$ cat config.mk
export PLATFORM = sky130hd
export DESIGN_NAME = thermal_interrupt_status_mask
export DESIGN_NICKNAME = d
export VERILOG_FILES = /design/src/core/thermal_irq_pkg.sv /design/src/core/thermal_interrupt_status_mask.sv
export SDC_FILE = /design/constraint.sdc
export NUM_CORES = 1
export LEC_CHECK = 0
export BUFFER_PORTS_ARGS = -buffer_cell sky130_fd_sc_hd__buf_2
export CORE_AREA = 4 4 64 66
export CTS_BUF_LIST = sky130_fd_sc_hd__clkbuf_4
export CTS_CLUSTER_DIAMETER = 150
export DETAILED_ROUTE_END_ITERATION = 16
export DIE_AREA = 0 0 68 70
export MAX_ROUTING_LAYER = met4
export RECOVER_POWER = 50
export SETUP_SLACK_MARGIN = 0.02
export SYNTH_ARGS = -nofsm -noshare
export SYNTH_HDL_FRONTEND = slang
export SYNTH_SLANG_ARGS = --single-unit
$ cat constraint.sdc
create_clock -name i_clk -period 2.45 [get_ports i_clk]
set_input_delay 0.3675 -clock i_clk [delete_from_list [all_inputs] [get_ports i_clk]]
set_output_delay 0.3675 -clock i_clk [all_outputs]
set_load 0.01 [all_outputs]
$ cat src/core/thermal_irq_pkg.sv
/*
 * constants for the thermal interrupt status and mask block: register
 * offsets, bit positions and reset values.
 * assumes an 8-bit register port driven by the serial-bus slave logic.
 */
package thermal_irq_pkg;
   localparam int DATA_W = 8;
   localparam int ADDR_W = 8;
   typedef logic [DATA_W-1:0] byte_t;
   typedef logic [ADDR_W-1:0] addr_t;

   // register offsets
   localparam addr_t CFG_ADDR = 8'h40;
   localparam addr_t STATUS_ADDR = 8'h41;
   localparam addr_t MASK_ADDR = 8'h43;

   // reset values
   localparam byte_t CFG_RESET = 8'h21;
   localparam byte_t STATUS_RESET = 8'h00;
   localparam byte_t MASK_RESET = 8'h00;
   localparam byte_t ZERO_BYTE = 8'h00;

   // configuration bits used by this block; all but soft reset (bit 4) are stored
   localparam int CFG_START_BIT = 0;
   localparam int CFG_INT_EN_BIT = 1;
   localparam int CFG_SOFT_RST_BIT = 4;
   localparam int CFG_FAN_OFF_BIT = 5;
   localparam int CFG_INV_BIT = 6;
   localparam byte_t CFG_STORED_MASK = 8'h63;

   // status bit positions
   localparam int ST_INT_LIMIT = 0;
   localparam int ST_FLAG1 = 1;
   localparam int ST_FLAG2 = 2;
   localparam int ST_INT_THERM = 3;
   localparam int ST_PIN_LEVEL = 4;
   localparam int ST_EXT_LIMIT = 5;
   localparam int ST_EXT_THERM = 6;
   localparam int ST_DIODE_FAULT = 7;
   // bits cleared by writing one, and software flag bits
   localparam byte_t W1C_BITS = 8'he9;
   localparam byte_t FLAG_BITS = 8'h06;
endpackage

$ cat src/core/thermal_interrupt_status_mask.sv
/*
 * interrupt status, mask and interrupt-output logic of a thermal monitor.
 * assumes the serial-bus slave presents single-cycle read and write strobes
 * on i_clk, and that the event inputs come from logic on the same clock.
 * the general input pin is asynchronous and is synchronised here.
 */
`timescale 1ns/1ps
`default_nettype none
module thermal_interrupt_status_mask (
   input wire logic i_clk,
   input wire logic i_rst_n,
   input wire thermal_irq_pkg::addr_t i_reg_addr,
   input wire logic i_reg_wr,
   input wire logic i_reg_rd,
   input wire thermal_irq_pkg::byte_t i_reg_wdata,
   output logic [7:0] o_reg_rdata,
   input wire logic i_int_limit_hit,
   input wire logic i_ext_limit_hit,
   input wire logic i_int_therm_hit,
   input wire logic i_ext_therm_hit,
   input wire logic i_diode_fault,
   input wire logic i_general_input_pin,
   output logic o_int_n_out,
   output logic o_int_n_oe
);
   import thermal_irq_pkg::*;

   byte_t cfg_reg, cfg_next;
   byte_t status_reg, status_next;
   byte_t mask_reg, mask_next;
   byte_t rdata_reg, rdata_next;
   logic oe_reg, oe_next;
   logic pin_meta_reg, pin_sync_reg;
   logic pin_level;
   byte_t status_view;
   byte_t hw_events;
   logic wr_cfg, wr_status, wr_mask, soft_rst;

   // pin crosses into i_clk through two flops; only the second is read
   always_ff @(posedge i_clk) begin
      if (!i_rst_n) begin
         pin_meta_reg <= 1'b0;
         pin_sync_reg <= 1'b0;
      end else begin
         pin_meta_reg <= i_general_input_pin;
         pin_sync_reg <= pin_meta_reg;
      end
   end

   // decode and live view of the status byte
   always_comb begin
      wr_cfg = i_reg_wr && (i_reg_addr == CFG_ADDR);
      wr_status = i_reg_wr && (i_reg_addr == STATUS_ADDR);
      wr_mask = i_reg_wr && (i_reg_addr == MASK_ADDR);
      soft_rst = wr_cfg && i_reg_wdata[CFG_SOFT_RST_BIT];
      pin_level = pin_sync_reg ^ cfg_reg[CFG_INV_BIT];
      hw_events = ZERO_BYTE;
      hw_events[ST_INT_LIMIT] = i_int_limit_hit;
      hw_events[ST_EXT_LIMIT] = i_ext_limit_hit;
      hw_events[ST_INT_THERM] = i_int_therm_hit;
      hw_events[ST_EXT_THERM] = i_ext_therm_hit;
      hw_events[ST_DIODE_FAULT] = i_diode_fault;
      status_view = status_reg;
      status_view[ST_PIN_LEVEL] = pin_level;
   end

   // next register values; soft reset outranks everything, even new events
   always_comb begin
      cfg_next = cfg_reg;
      status_next = status_reg;
      mask_next = mask_reg;
      if (soft_rst) begin
         cfg_next = CFG_RESET;
         status_next = STATUS_RESET;
         mask_next = MASK_RESET;
      end else begin
         // bit 4 of config never stores, so it reads back as zero
         if (wr_cfg) begin
            cfg_next = i_reg_wdata & CFG_STORED_MASK;
         end
         if (wr_status) begin
            status_next = status_reg & ~(i_reg_wdata & W1C_BITS);
            status_next = (status_next & ~FLAG_BITS) | (i_reg_wdata & FLAG_BITS);
         end
         status_next = status_next | (hw_events & W1C_BITS);
         if (wr_mask) begin
            mask_next = i_reg_wdata;
         end
      end
      // pull low on any unmasked bit, only while the coming config value has interrupt enable (bit 1) set
      oe_next = cfg_next[CFG_INT_EN_BIT] && ((status_view & ~mask_reg) != ZERO_BYTE);
      rdata_next = rdata_reg;
      if (i_reg_rd) begin
         case (i_reg_addr)
            CFG_ADDR: rdata_next = cfg_reg;
            STATUS_ADDR: rdata_next = status_view;
            MASK_ADDR: rdata_next = mask_reg;
            default: rdata_next = ZERO_BYTE;
         endcase
      end
   end

   // registers; status resets to zero
   always_ff @(posedge i_clk) begin
      if (!i_rst_n) begin
         cfg_reg <= CFG_RESET;
         status_reg <= STATUS_RESET;
         mask_reg <= MASK_RESET;
         rdata_reg <= ZERO_BYTE;
         oe_reg <= 1'b0;
      end else begin
         cfg_reg <= cfg_next;
         status_reg <= status_next;
         mask_reg <= mask_next;
         rdata_reg <= rdata_next;
         oe_reg <= oe_next;
      end
   end

   assign o_reg_rdata = rdata_reg;
   assign o_int_n_out = 1'b0; // open drain: only ever pulls low
   assign o_int_n_oe = oe_reg;
endmodule
`default_nettype wire

Yosys cells after proc, flatten, opt, wreduce, memory -nomap -nowiden. Cells that the tools add are included.

Reduce and logical (&&, ||, !) cells: 7. Mux-type cells: 5. Bitwise logic cells: 8. Equal/unequal tests: 3.

Operators by type and width (count): equality test 8 x 7 -> 1 bit, second input constant (3); one-hot mux 8 bit (3 select lines) (1); bitwise AND 8 bit (2); two-way mux 8 bit (2); NOT 8 bit (2); OR 8 x 3 -> 8 bit (1); OR 8 bit (1); nonzero test 8 bit (1); logical AND 1 bit (5); two-way mux 2 bit (2); OR reduction 2 bit (1); NOT 1 bit (1); bitwise XOR 1 bit (1).

Input port bits: 26. Word-level logic and storage cells: 31. Bits in registers: 31. Output and inout port bits: 10.

Longest topological paths before layout. Gate-level depths: netlist (run 1).

Word-level depth: 6. Gate-level depth with buffers: 6. Depth with buffers taken out: 4.

Least setup slack after synthesis (run 1). OpenSTA, ideal clock, no wires.

Path kind: in2reg. Start: input i_reg_addr[3]. End: register cfg_reg[0]. Required time: 2.330 ns. Cell stages on the path: 4. Data arrival time: 1.296 ns. Path slack: 1.034 ns. Library setup time: 0.120 ns. Path buffers: 1. Cells stage by stage: nor4_2 buf_4 nand3_2 a211o_1.

Cells in the longest elaborated chain, start to end: 4.

Ends and longest elaborated chain: start: declaration (line thermal_interrupt_status_mask.sv:12) `input wire thermal_irq_pkg::addr_t i_reg_addr,`; equality test 8 x 7 -> 1 bit (*) (line thermal_interrupt_status_mask.sv:52) `wr_cfg = i_reg_wr && (i_reg_addr == CFG_ADDR);`; logical AND 1 bit (*) (line thermal_interrupt_status_mask.sv:52); logical AND 1 bit (line thermal_interrupt_status_mask.sv:55) `soft_rst = wr_cfg && i_reg_wdata[CFG_SOFT_RST_BIT];`; OR reduction 2 bit (no line); end signal: assignment (line thermal_interrupt_status_mask.sv:112) `cfg_reg <= cfg_next;`; end: declaration (line thermal_interrupt_status_mask.sv:28) `byte_t cfg_reg, cfg_next;`.

Every way passes the cells marked *; elsewhere a longest branch is shown, timed or not. A chain may end at the register's enable or synchronous reset.

Worst setup path after layout (run 1).
Start: input i_reg_addr[3]. End: register cfg_reg[6].

Same word-level chain as after synthesis.

==> metrics.md, run 1 <==
| Metric | Value |
|---|---|
| Filler Cell Count | 378 |
| Setup crit end | cfg_reg[6] |
| CTS resizes | 0 |
| FP Rows | 22 |
| Routability cong. | 0.806 |
| Final Hold Viols | 0 |
| Post-Syn Area per Cell | 8.99 sq um |
| Largest net degree at the start of global routing | 19 |
| Diodes inserted | 0 |
| Die ar. | 4760 sq um |
| Hold Crit Depth | 3 |
| CTS tree | done |
| WP data required | 2.64 ns |
| R2R Path End | o_int_n_oe |
| CTS root buf | clkbuf_4 |
| Port-buffer cells | 34 |
| DR DRC count | 0 |
| Worst VDD drop | 286 uV |
| Die Span X | 68 um |
| Layout cells sized above 1 | 0.176 |
| Crit path capture type | flip-flop |
| Placement-stage worst setup slack | 0.494 ns |
| CP delay by family, top | compound AO/OA/AOI/OAI gates |
| Initial drt markers | 40 |
| Distinct cells, synth | 29 |
| H-tree depth | 2 |
| Pre-antenna DRT Iters | 4 |
| Vias in the first global route | 1146 |
| First-pass GRT wire length | 5.19 mm |
| Setup crit start | i_reg_addr[3] |
| Hold Buf Count CTS | 0 |
| DR vias | 1163 |
| Maximum clock frequency | 0.549 GHz |
| Pwr/cell area | 548 nW/um^2 |
| Worst-Skew Late Latency | 0.33 ns |
| CTS Sinks | 30 |
| Routed vias/inst | 4.95 |
| Hold Crit Class | input pin to flip-flop |
| Hold_sp | i_diode_fault |
| Area Overhead vs Synth | 14.7% |
| Post-Syn Nets | 178 |
| Routed Antenna Nets | 0 |
| Worst Reg-to-Reg Cells | 4 |
| Synth Register Bits | 30 |
| Core footprint | 3580 sq um |
| Buf/Inv on CP | 2 |
| Post-CTS Setup Repair Bufs | 0 |
| CP peak stage delay | 0.66 ns |
| Total grt overflow | 0 |
| Number of max-cap violations | 0 |
| Initial Util | 0.382 |
| Setup Crit Path Kind | input pin to flip-flop |
| Critical path's slowest cell | a41o_1 |
| # setup viols final | 0 |
| Fin crit period | 1.82 ns |
| Worst Skew | 0.00515 ns |
| Clk buf depth | 2 |
| Die Ht | 70 um |
| Max Transition Viols Final | 0 |
| Antenna violations before repair | 0 |
| I/O pins | 36 |
| Run status | finished clean |
| Worst-path clk slew | 0.09 ns |
| Register area share after synthesis | 0.440 |
| DP HPWL | 2.35 mm |
| Crit path max fanout | 18 |
| CP cell instances | buf_2 > nor4_1 > clkbuf_1 > a41o_1 > nor2_1 |
| Worst-Margin Slew | 0.600 ns |
| TritonCTS buffer count | 5 |
| Worst EP arrival | 2.01 ns |
| Drt total wl | 3.10 mm |
| Yosys warns | 0 |
| Final setup margin | 0.630 ns |
| Avg WL per Cell | 13.2 um |
| Worst Setup Start Kind | input pin |
| Final period utilization | 0.743 |
| R2r setup slk | 1.38 ns |
| P_leak | 0.705 nW |
| Worst r2r src | mask_reg[1] |
| GRT Util Overall | 0.148 |
| Mapped cell area | 1370 sq um |
| Critical path depth in cells | 5 |
| Mapped Cells | 152 |
| Fin nets | 212 |
| Post-route setup TNS | 0 ns |
| RSZ-0062 raised after global routing | no |
| Worst slew margin relative to its limit | 0.600 |
[worst register-to-register path: stages (launching register included)]
cell      delay [ns]
dfxtp_1         0.36
nand2b_1        0.12
o221ai_1        0.11
nor4_1          0.28
nor3_1          0.08
[layer usage]
metal	up-vias	track usage	routed length (um)
li1	590	-	-
met4	0	0.0596	51
met2	47	0.217	1430
met3	5	0.0611	280
met1	521	0.176	1340
met5	-	-	0
[placed cells by master, fill, tap and decap left out, drive strengths merged]
cell type  synthesis  final
dfxtp             30     30
nor2              25     25
buf                6     24
mux2i             19     19
clkbuf             2     17
inv               13     13
a21oi             11     11
nand4              8      8
and2               6      6
nand2              5      5
o21ai              5      5
o22ai              5      5
nand2b             3      3
nor4               2      2
nor2b              2      2
a211o              2      2
clkinv             0      2
and4bb             1      1
nand3              1      1
a41o               1      1
o221ai             1      1
xnor2              1      1
nor3               1      1
and3               1      1
conb               1      1
[cells by family after synthesis]
logic type,synth area share
other,0.00274
AO/OA/AOI/OAI,0.108
flip-flops,0.440
XOR/XNOR,0.00641
AND/OR/NAND/NOR,0.223
buffers and inverters,0.0806
multiplexers,0.139
[Yosys cell counts (all sizes together)]
master / instances / area (sq um)
inv: 13 / 48.8
conb: 1 / 3.75
nand4: 8 / 71.3
nor2: 25 / 93.8
o21ai: 5 / 25.0
and2: 6 / 37.5
nand3: 1 / 10.0
buf: 6 / 53.8
and3: 1 / 6.26
o221ai: 1 / 8.76
a41o: 1 / 10.0
and4bb: 1 / 12.5
nand2: 5 / 18.8
a211o: 2 / 17.5
xnor2: 1 / 8.76
nand2b: 3 / 18.8
dfxtp: 30 / 601
clkbuf: 2 / 7.51
nor3: 1 / 5.00
nor4: 2 / 18.8
a21oi: 11 / 55.1
nor2b: 2 / 12.5
mux2i: 19 / 190
o22ai: 5 / 31.3
[worst min path at each step]
stage / to / slack, ns
final: status_reg[7] / 0.24
after floorplan: pin_sync_reg / 0.41
after detailed placement: pin_sync_reg / 0.42
after global placement: pin_sync_reg / 0.42
after global routing: status_reg[7] / 0.24
after CTS: status_reg[7] / 0.23
[report_power, final]
group	switching, mW	leakage (nW)	total [mW]	internal, mW
clock	0.164	0.0331	0.282	0.119
sequential	0.00511	0.244	0.500	0.495
combinational	0.0446	0.428	0.0765	0.0319
[layout make-up]
cell class              count  area [sq um]  area share
clock buffers               6          45.0      0.0287
clock inverters             2          8.76     0.00559
inverters                  13          48.8      0.0311
multi-input cells         101           643       0.410
flip-flops and latches     30           601       0.383
well taps                  48          60.1      0.0383
repair buffers             35           161       0.103
[metrics by stage]
stage | util | total power, mW | area, sq um | hold slack [ns] | std cells
finish | 0.438 | 0.859 | 1570 | 0.244 | 235
global route | 0.438 | 0.903 | 1570 | 0.239 | 235
CTS | 0.446 | 0.876 | 1600 | 0.230 | 235
detailed placement | 0.431 | 0.590 | 1540 | 0.423 | 227
global placement | 0.431 | 0.589 | 1540 | 0.422 | 227
floorplan | - | 0.559 | 1370 | 0.412 | 152
Power figures use the tool's default switching activity.
==> inputs of run 2 (changes only) <==
==> constraint.sdc (replaced) <==
create_clock -name i_clk -period 1.5 [get_ports i_clk]
set_input_delay 0.225 -clock i_clk [delete_from_list [all_inputs] [get_ports i_clk]]
set_output_delay 0.225 -clock i_clk [all_outputs]
set_load 0.01 [all_outputs]
==> metrics.md, run 2 (synthesized netlist as in run 1, its figures left out) <==
| Metric | Value |
|---|---|
| Run status | finished clean |
| Hold Buf Count CTS | 0 |
| Avg WL per Cell | 13.6 um |
| Final setup margin | 0.219 ns |
| Routed Antenna Nets | 0 |
| Hold EP | pin_meta_reg |
| Pre-antenna DRT Iters | 4 |
| Met2 wire length | 1.46 mm |
| # setup viols final | 0 |
| Crit path max fanout | 8 |
| Drt total wl | 3.26 mm |
| Die Span X | 68 um |
| First-pass GRT wire length | 5.38 mm |
| Reg power frac | 0.586 |
| Vias in the first global route | 1142 |
| Final period utilization | 0.854 |
| DR vias | 1177 |
| Antenna violations before repair | 0 |
| Most frequent cells in the layout | dfxtp_1, nor2_1, buf_2 |
| Hold Crit Depth | 2 |
| Max Transition Viols Final | 0 |
| Worst r2r src | mask_reg[1] |
| Initial drt markers | 29 |
| Hold WS | 0.0933 ns |
| P_leak | 0.729 nW |
| R2r setup slk | 0.35 ns |
| Switching pwr | 358 uW |
| FP Rows | 22 |
| Fin nets | 217 |
| Area post-placement | 1590 sq um |
| Largest net degree at the start of global routing | 19 |
| TritonCTS buffer count | 5 |
| Multi-input logic area | 649 sq um |
| Number of max-cap violations | 0 |
| Comb pwr share | 0.099 |
| DR top layer | met4 |
| Met1 WL | 1.49 mm |
| Worst-Skew Late Latency | 0.33 ns |
| Pwr/cell area | 863 nW/um^2 |
| Worst Reg-to-Reg Cells | 4 |
| Filler Cell Count | 384 |
| Core footprint | 3580 sq um |
| Clock power frac | 0.314 |
| Diodes inserted | 0 |
| CTS Sinks | 30 |
| Final Hold Viols | 0 |
| Final Cell Area | 1620 sq um |
| Hold Crit Class | input pin to flip-flop |
| Fin crit period | 1.28 ns |
| Worst Skew | 0.0122 ns |
| Worst VDD drop | 447 uV |
| Met3 wire len | 233 um |
| Finished Core Util | 0.451 |
| Die ar. | 4760 sq um |
| DR DRC count | 0 |
| Area Overhead vs Synth | 18.2% |
| Maximum clock frequency | 0.780 GHz |
| R2R Path End | o_int_n_oe |
| Crit path capture type | flip-flop |
| Layout cells sized above 1 | 0.188 |
| Post-route setup TNS | 0 ns |
| CTS resizes | 0 |
| Setup Crit Path Kind | input pin to flip-flop |
| Internal | 1.04 mW |
| Routability cong. | 0.851 |
| H-tree depth | 2 |
| Die Ht | 70 um |
| Storage element area | 601 sq um |
| Total grt overflow | 0 |
| RSZ-0062 raised after global routing | no |
| Switching Share | 0.257 |
| Most common cell after layout, fill and taps aside | dfxtp_1 |
| Routed vias/inst | 4.90 |
| GRT Util Overall | 0.154 |
| Worst Setup Start Kind | input pin |
| Worst-path clk slew | 0.10 ns |
| CTS root buf | clkbuf_4 |
| Initial Util | 0.382 |
| Port-buffer cells | 34 |
| CTS tree | done |
| Placement-stage worst setup slack | 0.0198 ns |
| I/O pins | 36 |
| Post-CTS Setup Repair Bufs | 0 |
| Clk buf depth | 2 |
| Hold_sp | i_general_input_pin |
| DP HPWL | 2.48 mm |
| WP data required | 1.72 ns |
| Worst EP arrival | 1.50 ns |
run 2: final cells by class:
class,instances,share of cell area
clock buffer,5,0.0232
sequential,30,0.372
clock inverter,3,0.00697
timing repair buffer,40,0.129
inverter,13,0.0302
tap,48,0.0372
multi-input combinational,101,0.402
run 2: worst max-delay path by stage:
| stage | startpoint | end | slack [ns] |
|---|---|---|---|
| 2_1_floorplan | i_reg_addr[3] | cfg_reg[0] | 0.23 |
| 3_3_place_gp | i_reg_addr[3] | cfg_reg[0] | 0.03 |
| 3_5_place_dp | i_reg_addr[3] | o_int_n_oe | 0.02 |
| 4_1_cts | i_reg_addr[3] | o_int_n_oe | 0.35 |
| 5_1_grt | i_reg_addr[0] | o_reg_rdata[4] | 0.17 |
| 6_report | i_reg_addr[0] | o_reg_rdata[0] | 0.22 |
run 2: per-layer routing:
metal  GRT usage  vias up
met2       0.223       39
li1            -      596
met1       0.192      530
met5           -        -
met4      0.0662        0
met3      0.0514       12
run 2: critical path, cell delays in order:
cell and delay (ns):
clkbuf_1 0.36, clkbuf_1 0.36, mux2i_1 0.28, nor2_1 0.06
a21oi_1 0.13, o21ai_0 0.09
run 2: power by group through the flow:
stage / Combinational [mW] / Clock, mW / Sequential (mW)
2_1_floorplan: 0.0788 / 0 / 0.833
5_1_grt: 0.155 / 0.485 / 0.819
3_3_place_gp: 0.140 / 0 / 0.836
3_5_place_dp: 0.142 / 0 / 0.836
4_1_cts: 0.142 / 0.447 / 0.817
6_report: 0.139 / 0.438 / 0.818
run 2: stage by stage:
step                instances  power (mW)
finish                    240        1.39
global route              240        1.46
CTS                       240        1.41
detailed placement        232       0.978
global placement          232       0.976
floorplan                 152       0.912
==> inputs of run 3 (changes only) <==
--- a/config.mk
+++ b/config.mk
@@ -6,12 +6,14 @@
 export NUM_CORES = 1
 export LEC_CHECK = 0
 export BUFFER_PORTS_ARGS = -buffer_cell sky130_fd_sc_hd__buf_2
-export CORE_AREA = 4 4 64 66
+export CORE_AREA = 2 2 59 61
 export CTS_BUF_LIST = sky130_fd_sc_hd__clkbuf_4
 export CTS_CLUSTER_DIAMETER = 150
 export DETAILED_ROUTE_END_ITERATION = 16
-export DIE_AREA = 0 0 68 70
+export DIE_AREA = 0 0 61 63
+export GPL_ROUTABILITY_DRIVEN = 0
 export MAX_ROUTING_LAYER = met4
+export PLACE_DENSITY = 0.7
 export RECOVER_POWER = 50
 export SETUP_SLACK_MARGIN = 0.02
 export SYNTH_ARGS = -nofsm -noshare
==> metrics.md, run 3 (synthesized netlist as in run 1, its figures left out) <==
| Metric | Value |
|---|---|
| Run status | finished clean |
| Fin crit period | 1.20 ns |
| Drt total wl | 3.27 mm |
| DR DRC count | 0 |
| CTS resizes | 0 |
| Port-buffer cells | 34 |
| Hold Crit Class | input pin to flip-flop |
| RSZ-0062 raised after global routing | no |
| H-tree depth | 2 |
| Setup Crit Path Kind | flip-flop to flip-flop |
| WP data required | 1.71 ns |
| Area Overhead vs Synth | 17.7% |
| Switching Share | 0.256 |
| Core footprint | 3230 sq um |
| Total grt overflow | 0 |
| Crit path capture type | flip-flop |
| Post-route setup TNS | 0 ns |
| TritonCTS buffer count | 5 |
| Largest net degree at the start of global routing | 19 |
| DP HPWL | 2.51 mm |
| CTS root buf | clkbuf_4 |
| Maximum clock frequency | 0.835 GHz |
| Buf/Inv on CP | 0 |
| Worst VDD drop | 480 uV |
| Switching pwr | 355 uW |
| Post-CTS Setup Repair Bufs | 0 |
| Worst Setup Start Kind | flip-flop |
| Routed Antenna Nets | 0 |
| Filler Cell Count | 339 |
| Routed vias/inst | 5.11 |
| Clk buf depth | 2 |
| Avg WL per Cell | 13.9 um |
| Most frequent cells in the layout | dfxtp_1, nor2_1, buf_2 |
| Crit path max fanout | 3 |
| Clock power frac | 0.309 |
| Antenna violations before repair | 0 |
| Internal | 1.03 mW |
| Initial Util | 0.423 |
| Max Transition Viols Final | 0 |
| Die ar. | 3840 sq um |
| Number of max-cap violations | 0 |
| Storage element area | 601 sq um |
| CP delay by family, top | simple AND/OR/NAND/NOR gates |
| Vias in the first global route | 1246 |
| Fin cells | 236 |
| Diodes inserted | 0 |
| GRT Util Overall | 0.199 |
| Die Span X | 61 um |
| I/O pins | 36 |
| CP peak stage delay | 0.37 ns |
| CTS Sinks | 30 |
| Final setup margin | 0.302 ns |
| Worst EP arrival | 1.41 ns |
| CTS tree | done |
| Layout cells sized above 1 | 0.200 |
| P_leak | 0.731 nW |
| Dpl cells | 230 |
| Critical path's slowest cell | dfxtp_1 |
| Placement-stage worst setup slack | 0.0543 ns |
| Fin nets | 217 |
| First-pass GRT wire length | 5.42 mm |
| Comb pwr share | 0.101 |
| Initial drt markers | 50 |
| Most common cell after layout, fill and taps aside | dfxtp_1 |
| Hold Buf Count CTS | 0 |
| Final period utilization | 0.798 |
| Multi-input logic area | 643 sq um |
| # setup viols final | 0 |
| FP Rows | 21 |
| Reg power frac | 0.590 |
| Pwr/cell area | 862 nW/um^2 |
| Worst-Skew Late Latency | 0.33 ns |
| Die Ht | 63 um |
| Worst Skew | 0.00670 ns |
| CP cell instances | nand2b_1 > o221ai_1 > nor4_1 > nor3_1 |
| DR vias | 1205 |
| Worst-path clk slew | 0.09 ns |
| Pre-antenna DRT Iters | 4 |
| Final Hold Viols | 0 |
-- run 3: cell types whose count changed in the layout (fill, tap and decap cells not counted) --
cell      previous run  this run
nor4_2               1         0
and2_1               6         3
and2_0               0         3
clkbuf_1            12         9
buf_4                3         5
clkinv_1             3         1
nor4_1               1         2
buf_2               24        25
-- run 3: power groups by stage --
stage / clock, mW / sequential, mW / combinational [mW]
after floorplan: 0 / 0.833 / 0.0788
after global placement: 0 / 0.836 / 0.138
after detailed placement: 0 / 0.836 / 0.141
after CTS: 0.438 / 0.818 / 0.142
after global routing: 0.467 / 0.820 / 0.155
final: 0.428 / 0.818 / 0.140
-- run 3: worst reg2reg max path, stage by stage, from the launching register on --
cell,delay [ns]
dfxtp_1,0.37
nand2b_1,0.12
o221ai_1,0.14
nor4_1,0.37
nor3_1,0.08
-- run 3: worst paths after layout --
path / start / endpoint / slack (ns) / depth (start not counted)
setup / recovery: mask_reg[1] / o_int_n_oe / 0.30 / 4
hold / removal: i_ext_limit_hit / status_reg[5] / 0.1 / 3
setup reg to reg: mask_reg[1] / o_int_n_oe / 0.30 / 4
hold reg to reg: pin_meta_reg / pin_sync_reg / 0.44 / 1
-- run 3: final cells by class --
class                      instances  area share
multi-input combinational        101       0.400
sequential                        30       0.374
timing repair buffer              40       0.135
tap                               46      0.0358
inverter                          13      0.0304
clock buffer                       5      0.0233
clock inverter                     1     0.00233
-- run 3: per-stage QoR --
stage / power, mW / util / area, sq um / hold WS (ns)
floorplan: 0.912 / - / 1370 / 0.342
global placement: 0.974 / 0.492 / 1590 / 0.423
detailed placement: 0.978 / 0.492 / 1590 / 0.423
CTS: 1.40 / 0.505 / 1630 / 0.0941
global route: 1.44 / 0.497 / 1610 / 0.123
finish: 1.39 / 0.497 / 1610 / 0.0972
-- run 3: routing by layer --
layer / up-vias / wire length (um) / track usage
met1: 561 / 1400 / 0.236
met4: 0 / 102 / 0.111
met5: - / 0 / -
met3: 11 / 169 / 0.0455
li1: 592 / - / -
met2: 41 / 1600 / 0.304
